File: src/gpct_pkg.sv
// Purpose: Shared constants and types of the general-purpose counter block.
// Assumes: One 125 MHz clock; AHB-Lite register access.
// Notes: Register byte offsets, reset values and timebase rates live here.
package gpct_pkg;
   localparam int unsigned CLK_HZ = 125_000_000;
   // Timebase order: 20 MHz, 100 kHz, 10 MHz.
   localparam int unsigned TB_N = 3;
   localparam int unsigned TB_FAST = 0;
   localparam int unsigned TB_SLOW = 1;
   localparam int unsigned TB_TEN = 2;
   localparam int unsigned TB_HZ [TB_N] = '{20_000_000, 100_000, 10_000_000};
   localparam logic [27:0] ACC_LIMIT = 28'(CLK_HZ);

   localparam logic [7:0] OFS_CFG = 8'h00;
   localparam logic [7:0] OFS_LOAD = 8'h04;
   localparam logic [7:0] OFS_COUNT = 8'h08;
   localparam logic [7:0] OFS_SAVE = 8'h0c;
   localparam logic [7:0] CTR_STRIDE = 8'h10;
   localparam logic [7:0] OFS_FREQ = 8'h20;
   localparam logic [7:0] OFS_STAT = 8'h24;
   localparam logic [7:0] OFS_MASK = 8'h28;
   localparam int unsigned ST_W = 4;
   localparam logic [ST_W-1:0] ST_RST = 4'h0;

   typedef enum logic [1:0] {
      GATE_NONE = 2'b00,
      GATE_LEVEL = 2'b01,
      GATE_STARTSTOP = 2'b10,
      GATE_SAVE = 2'b11
   } gpct_gate_mode_t;

   typedef struct packed {
      logic [3:0] gate_pin;
      logic [3:0] clk_pin;
      logic oe;
      logic dir_sw;
      logic dir_ext;
      logic out_pol;
      logic out_toggle;
      gpct_gate_mode_t gate_mode;
      logic gate_fall;
      logic clk_fall;
      logic clk_ext;
      logic tb_slow;
      logic enable;
   } gpct_cfg_t;
   localparam int unsigned CFG_W = 20;
   localparam gpct_cfg_t CFG_RST = '0;

   typedef struct packed {
      logic dio_ext_clk;
      logic oe;
      logic pol;
      logic tb_slow;
      logic [3:0] div;
   } gpct_freq_t;
   localparam int unsigned FREQ_W = 8;
   localparam gpct_freq_t FREQ_RST = '0;
endpackage

File: src/gpct_top.sv
// Purpose: Two general-purpose counters and a frequency divider on AHB-Lite.
// Assumes: Pins are asynchronous to MCLK and pass a three-stage filter.
// Notes: Source edges become one-cycle enables inside the MCLK domain.
// Functional notes
// Counter clock taken from any function pin, software picks active edge.
// Without external clock, counter runs from 20 MHz or 100 kHz timebase.
// Counter clock pin mirrors the clock really applied to the counter.
// Gate from any pin, chosen polarity; starts, stops, interrupts, saves.
// Counter gate pin mirrors the gate really applied to the counter; code mirrors the pin level before the gate_fall inversion.
// Output pulses or toggles at terminal count, polarity selectable.
// All counter pins and divider output stay released until enabled.
// Enabled direction line: low counts down, high counts up.
// Direction line can be disabled; software then sets the direction.
// Gate sampled at the active source edge, no hold needed after it.
// Falling-edge counting references gate and output to falling edge.
// Internal timebase leaves gate unsynchronised, one period uncertainty.
// Each output change is launched by the active source edge.
// Divider is a four-bit counter dividing by one to sixteen.
// Divider input picked between 10 MHz and 100 kHz timebases.
// Divider output polarity selectable by software.
// In external DIO clock mode counter 0 output pin becomes an input.
// Counter width and reload are parameters; reload on terminal count.
`timescale 1ns/1ps
module gpct_top #(
   parameter int NPIN = 10,
   parameter int W = 24
) (
   // Clock and reset
   input wire logic MCLK,
   input wire logic RESETN,
   // AHB-Lite slave
   input wire logic HSEL,
   input wire logic [31:0] HADDR,
   input wire logic [1:0] HTRANS,
   input wire logic HWRITE,
   input wire logic [2:0] HSIZE,
   input wire logic [31:0] HWDATA,
   input wire logic HREADY,
   output logic HREADYOUT,
   output logic HRESP,
   output logic [31:0] HRDATA,
   // Interrupt
   output logic IRQ,
   // Programmable function pins and direction lines
   input wire logic [NPIN-1:0] PROG_FUNC_PIN_I,
   input wire logic DIGITAL_LINE_SIX_I,
   input wire logic DIGITAL_LINE_SEVEN_I,
   // Counter pins, index is the counter number
   output logic [1:0] COUNTER_CLOCK_O,
   output logic [1:0] COUNTER_CLOCK_OE_N,
   output logic [1:0] COUNTER_GATE_O,
   output logic [1:0] COUNTER_GATE_OE_N,
   output logic [1:0] COUNTER_OUTPUT_O,
   output logic [1:0] COUNTER_OUTPUT_OE_N,
   input wire logic COUNTER0_OUTPUT_I,
   output logic DIO_EXT_CLOCK,
   // Divided clock
   output logic DIVIDED_CLOCK_OUTPUT_O,
   output logic DIVIDED_CLOCK_OUTPUT_OE_N
);
   localparam int NS = NPIN + 3;

   logic [NS-1:0] async_in;
   logic [NS-1:0] s1_q;
   logic [NS-1:0] s2_q;
   logic [NS-1:0] s3_q;
   logic [NS-1:0] lvl_q;
   logic [NS-1:0] lvl_p_q;
   logic [gpct_pkg::TB_N-1:0] tick;
   logic accept;
   logic wr_q;
   logic rd_q;
   logic [7:0] addr_q;
   logic [31:0] hrdata_q;
   logic [31:0] rd_mux;
   gpct_pkg::gpct_cfg_t cfg_q [2];
   logic [W-1:0] load_q [2];
   logic [W-1:0] count [2];
   logic [W-1:0] saved [2];
   logic [1:0] tc_evt;
   logic [1:0] gate_evt;
   gpct_pkg::gpct_freq_t freq_q;
   logic [gpct_pkg::ST_W-1:0] stat_q;
   logic [gpct_pkg::ST_W-1:0] mask_q;
   logic [gpct_pkg::ST_W-1:0] st_set;
   logic [gpct_pkg::ST_W-1:0] st_clr;
   logic [3:0] fcnt_q;
   logic fpulse_q;
   logic ftick;

   // Input filter: a change counts once the second and third stages agree.
   assign async_in = {COUNTER0_OUTPUT_I, DIGITAL_LINE_SEVEN_I,
                      DIGITAL_LINE_SIX_I, PROG_FUNC_PIN_I};
   always_ff @(posedge MCLK or negedge RESETN) begin
      if (!RESETN) begin
         s1_q <= '0;
         s2_q <= '0;
         s3_q <= '0;
         lvl_q <= '0;
         lvl_p_q <= '0;
      end else begin
         s1_q <= async_in;
         s2_q <= s1_q;
         s3_q <= s2_q;
         lvl_q <= (s2_q ~^ s3_q) & s3_q | (s2_q ^ s3_q) & lvl_q;
         lvl_p_q <= lvl_q;
      end
   end

   // Timebases come from phase accumulators, so 20 MHz needs no exact divisor
   // of MCLK; the price is a jitter of one MCLK period on each tick.
   for (genvar t = 0; t < gpct_pkg::TB_N; t++) begin : g_tb
      localparam logic [27:0] INC = 28'(gpct_pkg::TB_HZ[t]);
      logic [27:0] acc_q;
      logic [27:0] acc_n;
      assign acc_n = acc_q + INC;
      assign tick[t] = acc_n >= gpct_pkg::ACC_LIMIT;
      always_ff @(posedge MCLK or negedge RESETN) begin
         if (!RESETN) begin
            acc_q <= '0;
         end else begin
            acc_q <= tick[t] ? acc_n - gpct_pkg::ACC_LIMIT : acc_n;
         end
      end
   end

   chk_fast_tick: assert property (@(posedge MCLK) disable iff (!RESETN)
      tick[gpct_pkg::TB_FAST] |=> !tick[gpct_pkg::TB_FAST])
      else $error("20 MHz timebase ticked twice in a row");
   chk_slow_tick: assert property (@(posedge MCLK) disable iff (!RESETN)
      tick[gpct_pkg::TB_SLOW] |=> !tick[gpct_pkg::TB_SLOW] [*8])
      else $error("100 kHz timebase ticked too soon");

   // AHB-Lite: writes finish with no wait, reads take one wait state so
   // that read data always come from a flip-flop.
   assign accept = HSEL & HTRANS[1] & HREADY;
   always_ff @(posedge MCLK or negedge RESETN) begin
      if (!RESETN) begin
         wr_q <= 1'b0;
         rd_q <= 1'b0;
         addr_q <= '0;
      end else begin
         wr_q <= accept & HWRITE;
         rd_q <= accept & ~HWRITE;
         if (accept) begin
            addr_q <= HADDR[7:0];
         end
      end
   end
   assign HREADYOUT = ~rd_q;
   assign HRESP = 1'b0;
   assign HRDATA = hrdata_q;

   always_comb begin
      rd_mux = '0;
      unique case (addr_q)
         gpct_pkg::OFS_CFG: rd_mux = 32'(cfg_q[0]);
         gpct_pkg::OFS_LOAD: rd_mux = 32'(load_q[0]);
         gpct_pkg::OFS_COUNT: rd_mux = 32'(count[0]);
         gpct_pkg::OFS_SAVE: rd_mux = 32'(saved[0]);
         gpct_pkg::CTR_STRIDE + gpct_pkg::OFS_CFG: rd_mux = 32'(cfg_q[1]);
         gpct_pkg::CTR_STRIDE + gpct_pkg::OFS_LOAD: rd_mux = 32'(load_q[1]);
         gpct_pkg::CTR_STRIDE + gpct_pkg::OFS_COUNT: rd_mux = 32'(count[1]);
         gpct_pkg::CTR_STRIDE + gpct_pkg::OFS_SAVE: rd_mux = 32'(saved[1]);
         gpct_pkg::OFS_FREQ: rd_mux = 32'(freq_q);
         gpct_pkg::OFS_STAT: rd_mux = 32'(stat_q);
         gpct_pkg::OFS_MASK: rd_mux = 32'(mask_q);
         default: rd_mux = '0;
      endcase
   end

   always_ff @(posedge MCLK or negedge RESETN) begin
      if (!RESETN) begin
         hrdata_q <= '0;
      end else if (rd_q) begin
         hrdata_q <= rd_mux;
      end
   end

   chk_read_wait: assert property (@(posedge MCLK) disable iff (!RESETN)
      accept && !HWRITE |=> !HREADYOUT ##1 HREADYOUT && HRDATA == $past(rd_mux))
      else $error("read did not answer after one wait state");

   // Frequency generator and interrupt mask registers.
   always_ff @(posedge MCLK or negedge RESETN) begin
      if (!RESETN) begin
         freq_q <= gpct_pkg::FREQ_RST;
         mask_q <= gpct_pkg::ST_RST;
      end else if (wr_q) begin
         if (addr_q == gpct_pkg::OFS_FREQ) begin
            freq_q <= gpct_pkg::FREQ_W'(HWDATA);
         end
         if (addr_q == gpct_pkg::OFS_MASK) begin
            mask_q <= HWDATA[gpct_pkg::ST_W-1:0];
         end
      end
   end

   // Status: bit 2c is terminal count, bit 2c+1 is gate of counter c.
   // A new event in the clearing cycle survives the write-one-to-clear.
   assign st_clr = (wr_q && addr_q == gpct_pkg::OFS_STAT) ?
                   HWDATA[gpct_pkg::ST_W-1:0] : gpct_pkg::ST_RST;
   assign st_set = {gate_evt[1], tc_evt[1], gate_evt[0], tc_evt[0]};
   always_ff @(posedge MCLK or negedge RESETN) begin
      if (!RESETN) begin
         stat_q <= gpct_pkg::ST_RST;
      end else begin
         stat_q <= (stat_q & ~st_clr) | st_set;
      end
   end
   // gate raises interrupt
   assign IRQ = |(stat_q & mask_q);

   chk_stat_sticky: assert property (@(posedge MCLK)
      disable iff (!RESETN) ##1 ((stat_q & $past(st_set)) == $past(st_set)))
      else $error("status event lost");

   // divider input select
   assign ftick = freq_q.tb_slow ? tick[gpct_pkg::TB_SLOW] :
                  tick[gpct_pkg::TB_TEN];
   // four-bit divide
   // Divide code n gives one pulse every n+1 timebase periods.
   // Comparing with >= lets a smaller code act at once, with no long wrap.
   always_ff @(posedge MCLK or negedge RESETN) begin
      if (!RESETN) begin
         fcnt_q <= '0;
         fpulse_q <= 1'b0;
      end else begin
         fpulse_q <= ftick && fcnt_q >= freq_q.div;
         if (ftick) begin
            fcnt_q <= (fcnt_q >= freq_q.div) ? 4'h0 : fcnt_q + 4'h1;
         end
      end
   end
   // divider polarity
   assign DIVIDED_CLOCK_OUTPUT_O = fpulse_q ^ freq_q.pol;
   // divider released until enabled
   assign DIVIDED_CLOCK_OUTPUT_OE_N = ~freq_q.oe;
   // output pin becomes input
   assign DIO_EXT_CLOCK = lvl_q[NPIN+2];

   chk_dio_release: assert property (@(posedge MCLK)
      disable iff (!RESETN) freq_q.dio_ext_clk |-> COUNTER_OUTPUT_OE_N[0])
      else $error("counter 0 output driven in external DIO clock mode");
   chk_oe_startup: assert property (@(posedge MCLK)
      disable iff (!RESETN) $rose(RESETN) or !$past(RESETN) |->
      &{COUNTER_CLOCK_OE_N, COUNTER_GATE_OE_N, COUNTER_OUTPUT_OE_N,
      DIVIDED_CLOCK_OUTPUT_OE_N})
      else $error("pin driven right after reset");

   for (genvar c = 0; c < 2; c++) begin : g_ch
      localparam logic [7:0] BASE = 8'(c * 16);
      logic clk_now;
      logic clk_prev;
      logic gate_raw;
      logic ext_edge;
      logic src_edge;
      logic dir_up;
      logic clk_mir_q;
      logic gate_mir_q;
      logic out_lvl;
      logic load_hit;

      always_ff @(posedge MCLK or negedge RESETN) begin
         if (!RESETN) begin
            cfg_q[c] <= gpct_pkg::CFG_RST;
            load_q[c] <= '0;
         end else if (wr_q) begin
            if (addr_q == BASE + gpct_pkg::OFS_CFG) begin
               cfg_q[c] <= gpct_pkg::CFG_W'(HWDATA);
            end
            if (addr_q == BASE + gpct_pkg::OFS_LOAD) begin
               load_q[c] <= HWDATA[W-1:0];
            end
         end
      end

      // pin and edge select
      assign clk_now = (cfg_q[c].clk_pin < NPIN) ?
                       lvl_q[cfg_q[c].clk_pin] : 1'b0;
      assign clk_prev = (cfg_q[c].clk_pin < NPIN) ?
                        lvl_p_q[cfg_q[c].clk_pin] : 1'b0;
      // falling edge reference
      assign ext_edge = cfg_q[c].clk_fall ? (clk_prev & ~clk_now) :
                        (clk_now & ~clk_prev);
      // internal timebase source
      assign src_edge = cfg_q[c].clk_ext ? ext_edge :
                        (cfg_q[c].tb_slow ? tick[gpct_pkg::TB_SLOW] :
                         tick[gpct_pkg::TB_FAST]);
      // gate pin and polarity
      assign gate_raw = (cfg_q[c].gate_pin < NPIN) ?
                        lvl_q[cfg_q[c].gate_pin] : 1'b0;
      // external direction line
      // software direction
      assign dir_up = cfg_q[c].dir_ext ? lvl_q[NPIN+c] : cfg_q[c].dir_sw;
      // The load register takes the word at the same edge as the counter,
      // so the counter must be handed the bus word directly.
      assign load_hit = wr_q && addr_q == BASE + gpct_pkg::OFS_LOAD;

      gpct_chan #(
         .W(W)
      ) u_chan (
         .clk(MCLK),
         .rst_n(RESETN),
         .cfg(cfg_q[c]),
         .load_val(load_hit ? HWDATA[W-1:0] : load_q[c]),
         .load_wr(load_hit),
         .src_edge(src_edge),
         .gate_lvl(gate_raw ^ cfg_q[c].gate_fall),
         .dir_up(dir_up),
         .count_q(count[c]),
         .saved_q(saved[c]),
         .out_lvl(out_lvl),
         .tc_evt(tc_evt[c]),
         .gate_evt(gate_evt[c])
      );

      // mirror applied clock
      // mirror gate pin level before gate_fall polarity
      always_ff @(posedge MCLK or negedge RESETN) begin
         if (!RESETN) begin
            clk_mir_q <= 1'b0;
            gate_mir_q <= 1'b0;
         end else begin
            clk_mir_q <= cfg_q[c].clk_ext ? clk_now : src_edge;
            gate_mir_q <= gate_raw;
         end
      end
      assign COUNTER_CLOCK_O[c] = clk_mir_q;
      assign COUNTER_GATE_O[c] = gate_mir_q;
      assign COUNTER_OUTPUT_O[c] = out_lvl;
      // pins released until enabled
      assign COUNTER_CLOCK_OE_N[c] = ~cfg_q[c].oe;
      assign COUNTER_GATE_OE_N[c] = ~cfg_q[c].oe;
      if (c == 0) begin : g_dio
         // release for DIO clock
         assign COUNTER_OUTPUT_OE_N[c] =
            ~(cfg_q[c].oe & ~freq_q.dio_ext_clk);
      end else begin : g_norm
         assign COUNTER_OUTPUT_OE_N[c] = ~cfg_q[c].oe;
      end

      chk_dir_ext: assert property (@(posedge MCLK)
         disable iff (!RESETN) cfg_q[c].dir_ext && !lvl_q[NPIN+c] |-> !dir_up)
         else $error("low direction line did not count down");
      chk_clk_mirror: assert property (@(posedge MCLK)
         disable iff (!RESETN) cfg_q[c].clk_ext && $stable(cfg_q[c]) |=>
         COUNTER_CLOCK_O[c] == $past(clk_now))
         else $error("clock pin does not mirror the applied clock");
   end
endmodule

File: src/gpct_chan.sv
// Purpose: One general-purpose counter with gate handling and output.
// Assumes: src_edge is a one-cycle pulse per active source edge.
// Notes: Every state change waits for src_edge except software load and the run_q clear while disabled.
`timescale 1ns/1ps
module gpct_chan #(
   parameter int W = 24
) (
   // Clock and reset
   input wire logic clk,
   input wire logic rst_n,
   // Control
   input wire gpct_pkg::gpct_cfg_t cfg,
   input wire logic [W-1:0] load_val,
   input wire logic load_wr,
   // Timing inputs
   input wire logic src_edge,
   input wire logic gate_lvl,
   input wire logic dir_up,
   // Results
   output logic [W-1:0] count_q,
   output logic [W-1:0] saved_q,
   output logic out_lvl,
   output logic tc_evt,
   output logic gate_evt
);
   logic gate_smp_q;
   logic run_q;
   logic out_q;
   logic run;
   logic tc_hit;

   // gate sampled at edge
   // unsynchronised gate skew
   always_ff @(posedge clk or negedge rst_n) begin
      if (!rst_n) begin
         gate_smp_q <= 1'b0;
      end else if (src_edge) begin
         gate_smp_q <= gate_lvl;
      end
   end
   assign gate_evt = src_edge & gate_lvl & ~gate_smp_q & cfg.enable;

   always_comb begin
      unique case (cfg.gate_mode)
         gpct_pkg::GATE_LEVEL: run = cfg.enable & gate_lvl;
         gpct_pkg::GATE_STARTSTOP: run = cfg.enable & run_q;
         default: run = cfg.enable;
      endcase
   end

   // gate starts and stops
   always_ff @(posedge clk or negedge rst_n) begin
      if (!rst_n) begin
         run_q <= 1'b0;
      end else if (!cfg.enable) begin
         run_q <= 1'b0;
      end else if (gate_evt && cfg.gate_mode == gpct_pkg::GATE_STARTSTOP) begin
         run_q <= ~run_q;
      end
   end

   assign tc_hit = dir_up ? (&count_q) : (count_q == '0);
   assign tc_evt = src_edge & run & tc_hit;

   // reload at terminal count
   // direction steers count
   always_ff @(posedge clk or negedge rst_n) begin
      if (!rst_n) begin
         count_q <= '0;
      end else if (load_wr) begin
         count_q <= load_val;
      end else if (tc_evt) begin
         count_q <= load_val;
      end else if (src_edge && run) begin
         count_q <= dir_up ? count_q + 1'b1 : count_q - 1'b1;
      end
   end

   // gate saves count
   always_ff @(posedge clk or negedge rst_n) begin
      if (!rst_n) begin
         saved_q <= '0;
      end else if (gate_evt && cfg.gate_mode == gpct_pkg::GATE_SAVE) begin
         saved_q <= count_q;
      end
   end

   // pulse or toggle
   // output on source edge
   always_ff @(posedge clk or negedge rst_n) begin
      if (!rst_n) begin
         out_q <= 1'b0;
      end else if (src_edge) begin
         out_q <= cfg.out_toggle ? out_q ^ tc_evt : tc_evt;
      end
   end
   assign out_lvl = out_q ^ cfg.out_pol;

   chk_count_hold: assert property (@(posedge clk) disable iff (!rst_n)
      !src_edge && !load_wr |=> $stable(count_q))
      else $error("count moved without a source edge");
   chk_tc_reload: assert property (@(posedge clk) disable iff (!rst_n)
      tc_evt && !load_wr |=> count_q == $past(load_val))
      else $error("terminal count did not reload");
   chk_out_toggle: assert property (@(posedge clk) disable iff (!rst_n)
      tc_evt && cfg.out_toggle |=> out_q != $past(out_q))
      else $error("toggle output missed terminal count");
   chk_gate_edge: assert property (@(posedge clk) disable iff (!rst_n)
      gate_evt |-> src_edge && !gate_smp_q ##1 gate_smp_q)
      else $error("gate acted off a source edge");
endmodule

File: config.mk
export PLATFORM = sky130hd
export DESIGN_NAME = gpct_top
export DESIGN_NICKNAME = d
export VERILOG_FILES = /design/src/gpct_pkg.sv /design/src/gpct_top.sv /design/src/gpct_chan.sv
export SDC_FILE = /design/constraint.sdc
export NUM_CORES = 1
export LEC_CHECK = 0
export BUFFER_PORTS_ARGS = -buffer_cell sky130_fd_sc_hd__buf_2
export CAP_MARGIN = 0
export CORE_MARGIN = 1
export CORE_UTILIZATION = 58
export CTS_CLUSTER_SIZE = 24
export DETAILED_ROUTE_END_ITERATION = 7
export PLACE_DENSITY_LB_ADDON = 0.12
export SETUP_SLACK_MARGIN = 0.02
export SYNTH_ARGS = -nofsm -noshare
export SYNTH_HDL_FRONTEND = slang
export SYNTH_SLANG_ARGS = --single-unit
File: constraint.sdc
create_clock -name MCLK -period 6 [get_ports MCLK]
set_input_delay 0.3 -clock MCLK [delete_from_list [all_inputs] [get_ports MCLK]]
set_output_delay 0.3 -clock MCLK [all_outputs]
set_load 0.02 [all_outputs]
Word-level counts from Yosys, hierarchy flattened

Index checks and enable logic that the tools add are counted.

Bits in registers: 406
Input port bits: 87
Output and inout port bits: 50
Word-level logic and storage cells: 237

Add/sub/neg operators: 11
Magnitude comparators: 12
Equality and inequality tests: 18
Multiplexer cells: 55
Bitwise gates (word level): 54
Reductions and logical operators: 24

Operator list:

| operator                                               | number |
|---|---|
| one-hot mux 24 bit (11 select lines)                   | 1 |
| two-way mux 24 bit                                     | 10 |
| >= comparator 28 x 27 -> 1 bit (second input constant) | 3 |
| two-way mux 28 bit                                     | 3 |
| subtractor 28 x 27 -> 28 bit (second input constant)   | 3 |
| adder 24 x 1 -> 24 bit (second input constant)         | 2 |
| logical NOT 24 bit                                     | 2 |
| AND reduction 24 bit                                   | 2 |
| subtractor 24 x 1 -> 24 bit (second input constant)    | 2 |
| equality test 8 x 5 -> 1 bit (second input constant)   | 4 |
| two-way mux 1 bit                                      | 31 |
| adder 28 x 17 -> 28 bit (second input constant)        | 1 |
| adder 28 x 24 -> 28 bit (second input constant)        | 1 |
| adder 28 x 25 -> 28 bit (second input constant)        | 1 |
| bitwise AND 13 bit                                     | 2 |
| binary-select mux 1 bit (select 4 bit)                 | 6 |
| equality test 8 x 6 -> 1 bit (second input constant)   | 3 |
| bitwise AND 1 bit                                      | 23 |
| < comparator 4 x 5 -> 1 bit (second input constant)    | 4 |
| equality test 8 x 4 -> 1 bit (second input constant)   | 2 |
| < comparator 4 bit (second input constant)             | 4 |
| NOT 1 bit                                              | 15 |
| OR 13 bit                                              | 1 |
| XNOR 13 bit                                            | 1 |
| other kinds (18)                                       | 47 |

Logic depth before layout (Yosys ltp)

Gate-level depths: netlist (run 1).

Depth after elaboration: 13
Gate-level depth with buffers: 16
Gate-level depth less buffers: 13

Modules after synthesis

From an unflattened synthesis (run 1), not the netlist that was laid out.

Cells, all modules: 2088
Area total of the unflattened synthesis: 21478.1 sq um

By module, submodules not included:

| module                     | instances | cells each | area each (sq um) | sequential area each (sq um) |
|---|---|---|---|---|
| gpct_top                   | 1         | 1396       | 14838.0           | 6906.6 |
| gpct_chan (g_ch[0].u_chan) | 1         | 346        | 3329.4            | 1276.2 |
| gpct_chan (g_ch[1].u_chan) | 1         | 346        | 3310.7            | 1276.2 |

Least setup slack after synthesis (run 1)

Ideal clock, no wire load.

Kind: reg-to-reg
Start point: register g_tb[1].acc_q[5]
End point: register g_ch[0].u_chan.saved_q[10]
Library setup time: 125 ps
Arrival: 3403 ps
Required time: 5875 ps
Slack: 2472 ps
Cell stages (with the launch flop): 15
Buffers on the path: 3
Period minus slack after synthesis: 3528 ps
Path through: dfrtp_1 > ha_1 > buf_2 > o21a_1 > nor3_1 > nand4_1 > a21o_1 > a221o_1 > and3_1 > a211o_1 > and2_4 > or3_1 > buf_6 > buf_6 > mux2_4

Longest elaborated chain between the ends: 8

RTL lines:

| what                            | RTL line        | text |
|---|---|---|
| from (decl)                     | gpct_top.sv:114 | `logic [27:0] acc_q;` |
| from (signal assigned)          | gpct_top.sv:122 | `acc_q <= tick[t] ? acc_n - gpct_pkg::ACC_LIMIT : acc_n;` |
| adder 28 x 17 -> 28 bit         | gpct_top.sv:116 | `assign acc_n = acc_q + INC;` |
| >= comparator 28 x 27 -> 1 bit  | gpct_top.sv:117 | `assign tick[t] = acc_n >= gpct_pkg::ACC_LIMIT;` |
| two-way mux 1 bit               | gpct_top.sv:288 | `(cfg_q[c].tb_slow ? tick[gpct_pkg::TB_SLOW] :` |
| two-way mux 1 bit               | gpct_top.sv:287 | `assign src_edge = cfg_q[c].clk_ext ? ext_edge :` |
| bitwise AND 1 bit (3 in series) | gpct_chan.sv:41 | `assign gate_evt = src_edge & gate_lvl & ~gate_smp_q & cfg.enable;` |
| logical AND 1 bit               | gpct_chan.sv:83 | `end else if (gate_evt && cfg.gate_mode == gpct_pkg::GATE_SAVE) begin` |
| to (signal assigned)            | gpct_chan.sv:84 | `saved_q <= count_q;` |
| to (decl)                       | gpct_chan.sv:21 | `output logic [W-1:0] saved_q,` |

No other way between the ends.
A chain may end at the register's enable or synchronous reset.

Final worst setup path (run 1)

Start point: register g_tb[1].acc_q[5]
End point: register g_ch[0].u_chan.count_q[5]

Longest elaborated chain between the ends: 8
Elaborated cells on any way between the ends: 10
Classes of those cells: add/sub: 1; order compare: 1; mux: 4; bitwise: 2; reduce/logical: 2

RTL lines:

| what                               | RTL line        | text |
|---|---|---|
| adder 28 x 17 -> 28 bit (*)        | gpct_top.sv:116 |  |
| >= comparator 28 x 27 -> 1 bit (*) | gpct_top.sv:117 |  |
| two-way mux 1 bit (*)              | gpct_top.sv:288 |  |
| two-way mux 1 bit (*)              | gpct_top.sv:287 |  |
| bitwise AND 1 bit (2 in series)    | gpct_chan.sv:63 | `assign tc_evt = src_edge & run & tc_hit;` |
| two-way mux 24 bit                 | gpct_chan.sv:72 | `end else if (tc_evt) begin` |
| two-way mux 24 bit                 | gpct_chan.sv:70 | `end else if (load_wr) begin` |
| to (signal assigned)               | gpct_chan.sv:71 | `count_q <= load_val;` |
| to (signal assigned)               | gpct_chan.sv:73 | `count_q <= load_val;` |
| to (signal assigned)               | gpct_chan.sv:75 | `count_q <= dir_up ? count_q + 1'b1 : count_q - 1'b1;` |
| to (decl)                          | gpct_chan.sv:20 | `output logic [W-1:0] count_q,` |

Every way passes the cells marked *; elsewhere a longest branch is shown, timed or not.

==> qor.csv, run 1 <==
stage,metric,value,unit
status,outcome,"complete, no violations",
routing,avgRoutedWirePerCell,21.72,um
placed_design,placed_cell_area,22980,sq um
worst_hold_path,whs_path_depth,2,
sta,worst_slack,1.317,ns
clocking,tritoncts,built,
routing,num_vias,18308,
die,die_area,39080,sq um
worst_setup_path,endpoint_kind,flop,
global_routing,antenna_found_initial,2,
placed_design,gp_congestion,0.9384,
sta,slew_headroom,23.19,%
die,rows,71,
worst_setup_path,cp.arrival,5.18,ns
global_routing,grt_pass1_vias,17459,
logic_synthesis,syn_area_per_cell,9.854,sq um
worst_setup_path,crit_fanout,20,
finish,layout-drive-gt1-share,15.46,%
pwr,seq_power_share,39.8,%
clocking,post_cts_buffers,0,
sta,tns,0,ns
global_routing,grt-ovfl-total,0,
finish,final_core_util,65.54,%
worst_hold_path,hp-class,in2reg,
pwr,vdd_drop_max,0.2967,mV
logic_synthesis,yosysUniqueCellTypes,96,
pwr,p_leak,11.07,nW
worst_setup_path,r2r-start,g_tb[1].acc_q[5],
routing,drt_wl_total,62240,um
global_routing,grt_max_degree,180,
worst_setup_path,reg2reg_to,g_ch[0].u_chan.count_q[5],
logic_synthesis,synthFlopType,dfrtp_1,
sta,final_max_slew_viol_count,0,
clocking,cts_root_buf,clkbuf_16,
logic_synthesis,synth_edf_count,0,
worst_hold_path,min_from,HADDR[4],
logic_synthesis,netlist_area,22210,sq um
routing,ant_nets,0,
finish,final_nets,2491,
run,cap_violations,0,
pwr,internal_power,5.846,mW
die,core,37670,sq um
routing,remaining_drc_errors,0,
worst_hold_path,hold_end,addr_q[4],
worst_setup_path,cp.required,6.49,ns
sta,rsz0062_at_grt,no,
logic_synthesis,ys_ff_latch,378,
finish,areaGrowthSynthToFinish,11.14,%
finish,fin_area,24680,sq um
global_routing,grt_pass1_wl,98230,um
sta,holdWs,0.01996,ns
pwr,switching_share,34.93,%
die,pin_count,137,
die,die_x,197.7,um
worst_setup_path,start_kind,flop,
clocking,clk_latency,0.57,ns
sta,worst_pin_slew,1.149,ns
routing,first_pass_iters,6,
clocking,clock_path_buffers,3,
pwr,clkPwrFrac,30.1,%
worst_setup_path,crit_type,reg2reg,
die,die-height,197.7,um
clocking,cts_sinks,378,
placed_design,io_buffers,91,
worst_setup_path,r2r_cells,14,
logic_synthesis,synth_seq_area_share,42.59,%
sta,skew,0.01844,ns
finish,fill_cells,3026,
clocking,cts_buffers,42,
sta,fmax,213.5,MHz
clocking,h-tree-depth,2,
placed_design,hpwl,43160,um
pwr,p_sw,3.138,mW
sta,layout_min_cycle_time,4.683,ns
routing,drtIter0Drc,1539,
clocking,clk_pin_slew,0.06,ns
sta,finalHoldViolCount,0,
routing,viasPerCell,6.388,
sta,period_share,78.05,%
worst_setup_path,ff2ff_setup_slack,1.32,ns
logic_synthesis,synth_cells,2254,
global_routing,track_usage,32.50,%
worst_setup_path,slowest_delay,0.79,ns
pwr,powerDensity,363.9,nW/um^2
logic_synthesis,yosys_warnings,0,
die,start_util,58.97,%
worst_setup_path,path_cells,"ha_1, xor2_1, ha_1, nand3b_1, nor3_1, nand3b_1, o21ai_0, a21o_1, a2111oi_0, a211o_1, a211o_1, buf_4, mux2_2, o21ai_0",
sta,setup-violations-final,0,
pwr,pwr-share-comb,30.1,%
logic_synthesis,async_flop_share,100.0,%
worst_setup_path,crit_slowest_cell,a211o_1,
placed_design,place_ws,1.364,ns
==> logic make-up after synthesis <==
kind of cell    after synthesis  synth area share, %
fa+ha+maj                    80                4.574
buf+inv                     198                4.045
flops                       378                42.59
mux                         189                10.11
simple gates                648                13.88
other cells                   1              0.01688
xor+xnor                    146                5.757
compound gates              614                19.02
==> per-layer routing <==
layer  part of all wire, %  up-vias  track usage [%]
met2                    45      762            49.28
li1                      -     8395                -
met5                 0.019        -                0
met4                   2.2        2            9.733
met1                    43     9056            46.21
met3                   9.8       93            7.632
==> critical path: cells and delay by family, from the launching register on <==
family / cells / cell delay (ns)
compound gates: 6 / 2.06
xor+xnor: 1 / 0.26
fa+ha+maj: 2 / 0.66
buf+inv: 1 / 0.36
flops: 1 / 0.51
mux: 1 / 0.35
simple gates: 3 / 0.40
==> what timing repair did <==
| item | CTS | global route |
|---|---|---|
| resized for setup | 0 | 0 |
| hold buffers | 26 | 0 |
| hold endpoints to repair | 133 | 0 |
==> cell usage after synthesis (all sizes together), types with 7 or more instances <==
cell type	n	area, sq um
nor2b	15	93.84
o21ai	123	615.6
clkbuf	78	296.5
nor4	18	127.6
and3	24	150.1
o31ai	16	125.1
or3	11	68.82
and2	11	71.32
nand3b	12	90.09
o211ai	18	135.1
buf	48	331.6
a21oi	116	591.8
a222oi	8	80.08
nand2b	25	156.4
a211oi	25	197.7
dfrtp	378	9459
o21bai	7	52.55
a221oi	29	254.0
inv	72	270.3
o21a	13	97.59
mux4	10	225.2
xor2	51	446.7
nor2	128	480.5
nand4	32	221.5
nand3	54	275.3
or2	8	50.05
a22oi	49	367.9
mux2	123	1460
o2bb2ai	9	78.83
xnor2	95	832.1
mux2i	56	560.5
nor3	45	225.2
a211o	11	97.59
a22o	20	175.2
nand2	250	938.4
a21o	62	465.5
a31oi	37	231.5
ha	78	975.9
==> state kept, by name (all words and copies together), names as in the netlist, 10 cells and up <==
| name | flops |
|---|---|
| g_tb.acc_q | 67 |
| HRDATA | 24 |
| g_ch.u_chan.count_q | 48 |
| s3_q | 13 |
| s1_q | 13 |
| g_ch.u_chan.saved_q | 48 |
| lvl_q | 13 |
| s2_q | 13 |
| cfg_q | 40 |
| lvl_p_q | 10 |
| load_q | 48 |
==> area by class of cell <==
| cell class | count | area, sq um | share of cell area [%] |
|---|---|---|---|
| Antenna cell | 1 | 2.502 | 0.01014 |
| Multi-Input combinational cell | 1686 | 11930 | 48.33 |
| Timing Repair Buffer | 144 | 940.9 | 3.812 |
| Clock buffer | 54 | 1197 | 4.851 |
| Tap cell | 511 | 639.4 | 2.590 |
| Inverter | 72 | 270.3 | 1.095 |
| Clock inverter | 20 | 244.0 | 0.9884 |
| Sequential cell | 378 | 9459 | 38.32 |
==> worst max path at each step <==
stage                           from                    endpoint  slack (ns)  cells after the start
floorplan           g_tb[1].acc_q[5]  g_ch[0].u_chan.saved_q[10]        2.47                     14
global placement    g_tb[1].acc_q[5]   g_ch[0].u_chan.count_q[5]        1.46                     14
detailed placement  g_tb[1].acc_q[5]   g_ch[0].u_chan.count_q[5]        1.36                     14
CTS                 g_tb[1].acc_q[5]   g_ch[0].u_chan.count_q[5]        1.33                     14
global route        g_tb[1].acc_q[5]   g_ch[0].u_chan.count_q[5]        0.89                     14
finish              g_tb[1].acc_q[5]   g_ch[0].u_chan.count_q[5]        1.32                     14
==> stage by stage <==
stage,power [mW],std cells
final,8.983,2866
after detailed placement,6.232,2765
after global placement,6.132,2765
after floorplan,5.475,2262
after global routing,9.489,2866
after CTS,8.978,2865
==> power groups by stage <==
stage	logic [mW]	clock network (mW)	registers (mW)
finish	2.70	2.70	3.58
global placement	2.56	0	3.57
CTS	2.68	2.75	3.55
floorplan	2.14	0	3.33
global route	3.03	2.84	3.62
detailed placement	2.64	0	3.59
==> cell usage in the layout, fill, tap and decap left out, types with 11 or more instances in the layout <==
master         count
mux2_4            20
mux2i_1           56
a22o_1            20
nor3_1            45
clkbuf_16         43
nand2b_1          25
nor4_1            17
a31oi_1           37
nor2b_1           15
xor2_1            51
a22oi_1           49
nor2_1           122
inv_1             70
a211oi_1          23
dlygate4sd3_1     26
nand2_1          250
nand3b_1          12
xnor2_1           95
mux2_2            97
buf_4             26
ha_1              78
or3_1             11
dfrtp_1          378
nand3_1           53
a21oi_1          113
o31ai_1           13
nand4_1           30
o21ai_0          119
o21a_1            13
and3_1            24
o211ai_1          18
a21o_1            62
buf_2             90
a221oi_1          29
No activity file was read; power rests on OpenSTA's default activity.
==> inputs of run 2 (changes only) <==
Settings changed: CORE_UTILIZATION 58 to 56.
Clock period 6 ns to 3.9 ns, I/O delays scaled along.
==> qor.csv, run 2 (synthesis gave the netlist of run 1 again) <==
stage,metric,value,unit
sta,skew,0.02152,ns
routing,viasPerCell,6.326,
worst_setup_path,start_kind,flop,
finish,final_cell_mix,"dfrtp_1, nand2_1, nor2_1",
worst_hold_path,whs_path_depth,3,
worst_setup_path,cp.required,4.36,ns
worst_setup_path,r2r-start,g_tb[0].acc_q[8],
sta,layout_min_cycle_time,3.724,ns
sta,fmax,268.6,MHz
status,outcome,"complete, no violations",
placed_design,gp_congestion,0.8987,
clocking,clk_pin_slew,0.06,ns
sta,holdWs,0.02427,ns
die,core,38920,sq um
worst_hold_path,min_from,HWDATA[13],
global_routing,grt_max_degree,106,
pwr,total_power,14.05,mW
routing,avgRoutedWirePerCell,21.44,um
clocking,clock_path_buffers,3,
placed_design,dpl.cell_count,2821,
sta,period_share,95.47,%
die,pin_count,137,
sta,setup-violations-final,0,
clocking,cts_sinks,378,
finish,top_register,g_tb.acc_q,
finish,final_nets,2563,
clocking,tritoncts,built,
worst_hold_path,hold_end,load_q[13],
worst_setup_path,endpoint_kind,flop,
pwr,powerDensity,552.8,nW/um^2
pwr,p_leak,11.44,nW
clocking,h-tree-depth,2,
worst_hold_path,hp-class,in2reg,
clocking,clk_latency,0.58,ns
clocking,cts_root_buf,clkbuf_16,
worst_setup_path,crit_fanout,24,
run,cap_violations,0,
die,die-height,201.2,um
global_routing,grt_pass1_vias,17933,
global_routing,antenna_found_initial,0,
clocking,cts_buffers,43,
sta,rsz0062_at_grt,yes,
placed_design,placed_cell_area,23420,sq um
sta,finalHoldViolCount,0,
pwr,vdd_drop_max,0.4203,mV
finish,layout_commonest_cell,dfrtp_1,
routing,remaining_drc_errors,0,
sta,slew_headroom,21.80,%
die,start_util,57.07,%
worst_setup_path,ff2ff_setup_slack,0.18,ns
die,die_area,40460,sq um
global_routing,grt-ovfl-total,0,
finish,fin_area,25410,sq um
worst_setup_path,cp.arrival,4.18,ns
global_routing,track_usage,31.49,%
routing,drt_wl_total,63180,um
finish,fill_cells,3160,
routing,first_pass_iters,7,
routing,ant_nets,0,
routing,num_vias,18642,
sta,tns,0,ns
global_routing,grt_pass1_wl,100500,um
die,die_x,201.2,um
sta,worst_slack,0.1765,ns
placed_design,place_ws,0.1381,ns
finish,layout-drive-gt1-share,17.63,%
routing,drtIter0Drc,1473,
worst_setup_path,reg2reg_to,g_ch[0].u_chan.saved_q[18],
die,rows,72,
sta,worst_pin_slew,1.170,ns
worst_setup_path,crit_type,reg2reg,
worst_setup_path,r2r_cells,13,
finish,final_core_util,65.28,%
finish,areaGrowthSynthToFinish,14.39,%
placed_design,hpwl,45100,um
placed_design,io_buffers,91,
finish,fin_cells,2947,
sta,final_max_slew_viol_count,0,
finish,largest_reg_flops,67,
-- run 2: cell count changes in the layout (fill, tap and decap cells not counted), moves of 4 or more --
cell	change
dlygate4sd3_1	+18
buf_12	+5
buf_4	+48
clkinv_2	+4
-- run 2: power breakdown --
part           switching [mW]  internal, mW
registers               0.922          4.57
clock network            1.68          2.48
logic                    2.33          2.06
total                    4.93          9.11
-- run 2: routing by layer --
metal	vias to the layer above	global-route usage, %	wire length [um]
li1	8550	-	-
met5	-	0	0
met4	0	8.206	1516
met2	748	47.29	27840
met3	111	6.625	5988
met1	9233	46.21	27840
-- run 2: worst max-delay path by stage --
stage	slack (ns)	cells past startpoint	end	from
6_report	0.18	13	g_ch[0].u_chan.saved_q[18]	g_tb[0].acc_q[8]
4_1_cts	0.12	14	g_ch[0].u_chan.saved_q[23]	g_tb[1].acc_q[6]
2_1_floorplan	0.37	14	g_ch[0].u_chan.saved_q[10]	g_tb[1].acc_q[5]
5_1_grt	0.004	14	g_ch[0].u_chan.saved_q[23]	g_tb[1].acc_q[6]
3_3_place_gp	0.19	12	g_ch[0].u_chan.saved_q[21]	g_tb[1].acc_q[5]
3_5_place_dp	0.14	14	g_ch[0].u_chan.saved_q[23]	g_tb[1].acc_q[6]
-- run 2: worst max-delay path, stage by stage (launching register included) --
cell	delay [ns]
dfrtp_1	0.43
ha_2	0.27
nor4_4	0.27
buf_4	0.19
o2111ai_1	0.13
mux2i_1	0.15
a211oi_1	0.09
o311ai_2	0.39
a31oi_1	0.17
a211o_1	0.38
and2_4	0.20
or3_1	0.39
buf_12	0.20
mux2_4	0.32
-- run 2: timing repair --
item                       4_1_cts  5_1_grt
hold endpoints to repair       204        0
resized for setup                0       17
setup buffers                    0        4
setup endpoints to repair        0       74
hold buffers                    44        0
-- run 2: final cells by class --
type | count | area (sq um) | area share (%)
clock buffers | 58 | 1234 | 4.856
flip-flops and latches | 378 | 9459 | 37.23
diodes | 1 | 2.502 | 0.009850
clock inverters | 19 | 215.2 | 0.8471
multi-input cells | 1686 | 11990 | 47.19
repair buffers | 215 | 1582 | 6.225
well taps | 518 | 648.1 | 2.551
inverters | 72 | 277.8 | 1.093
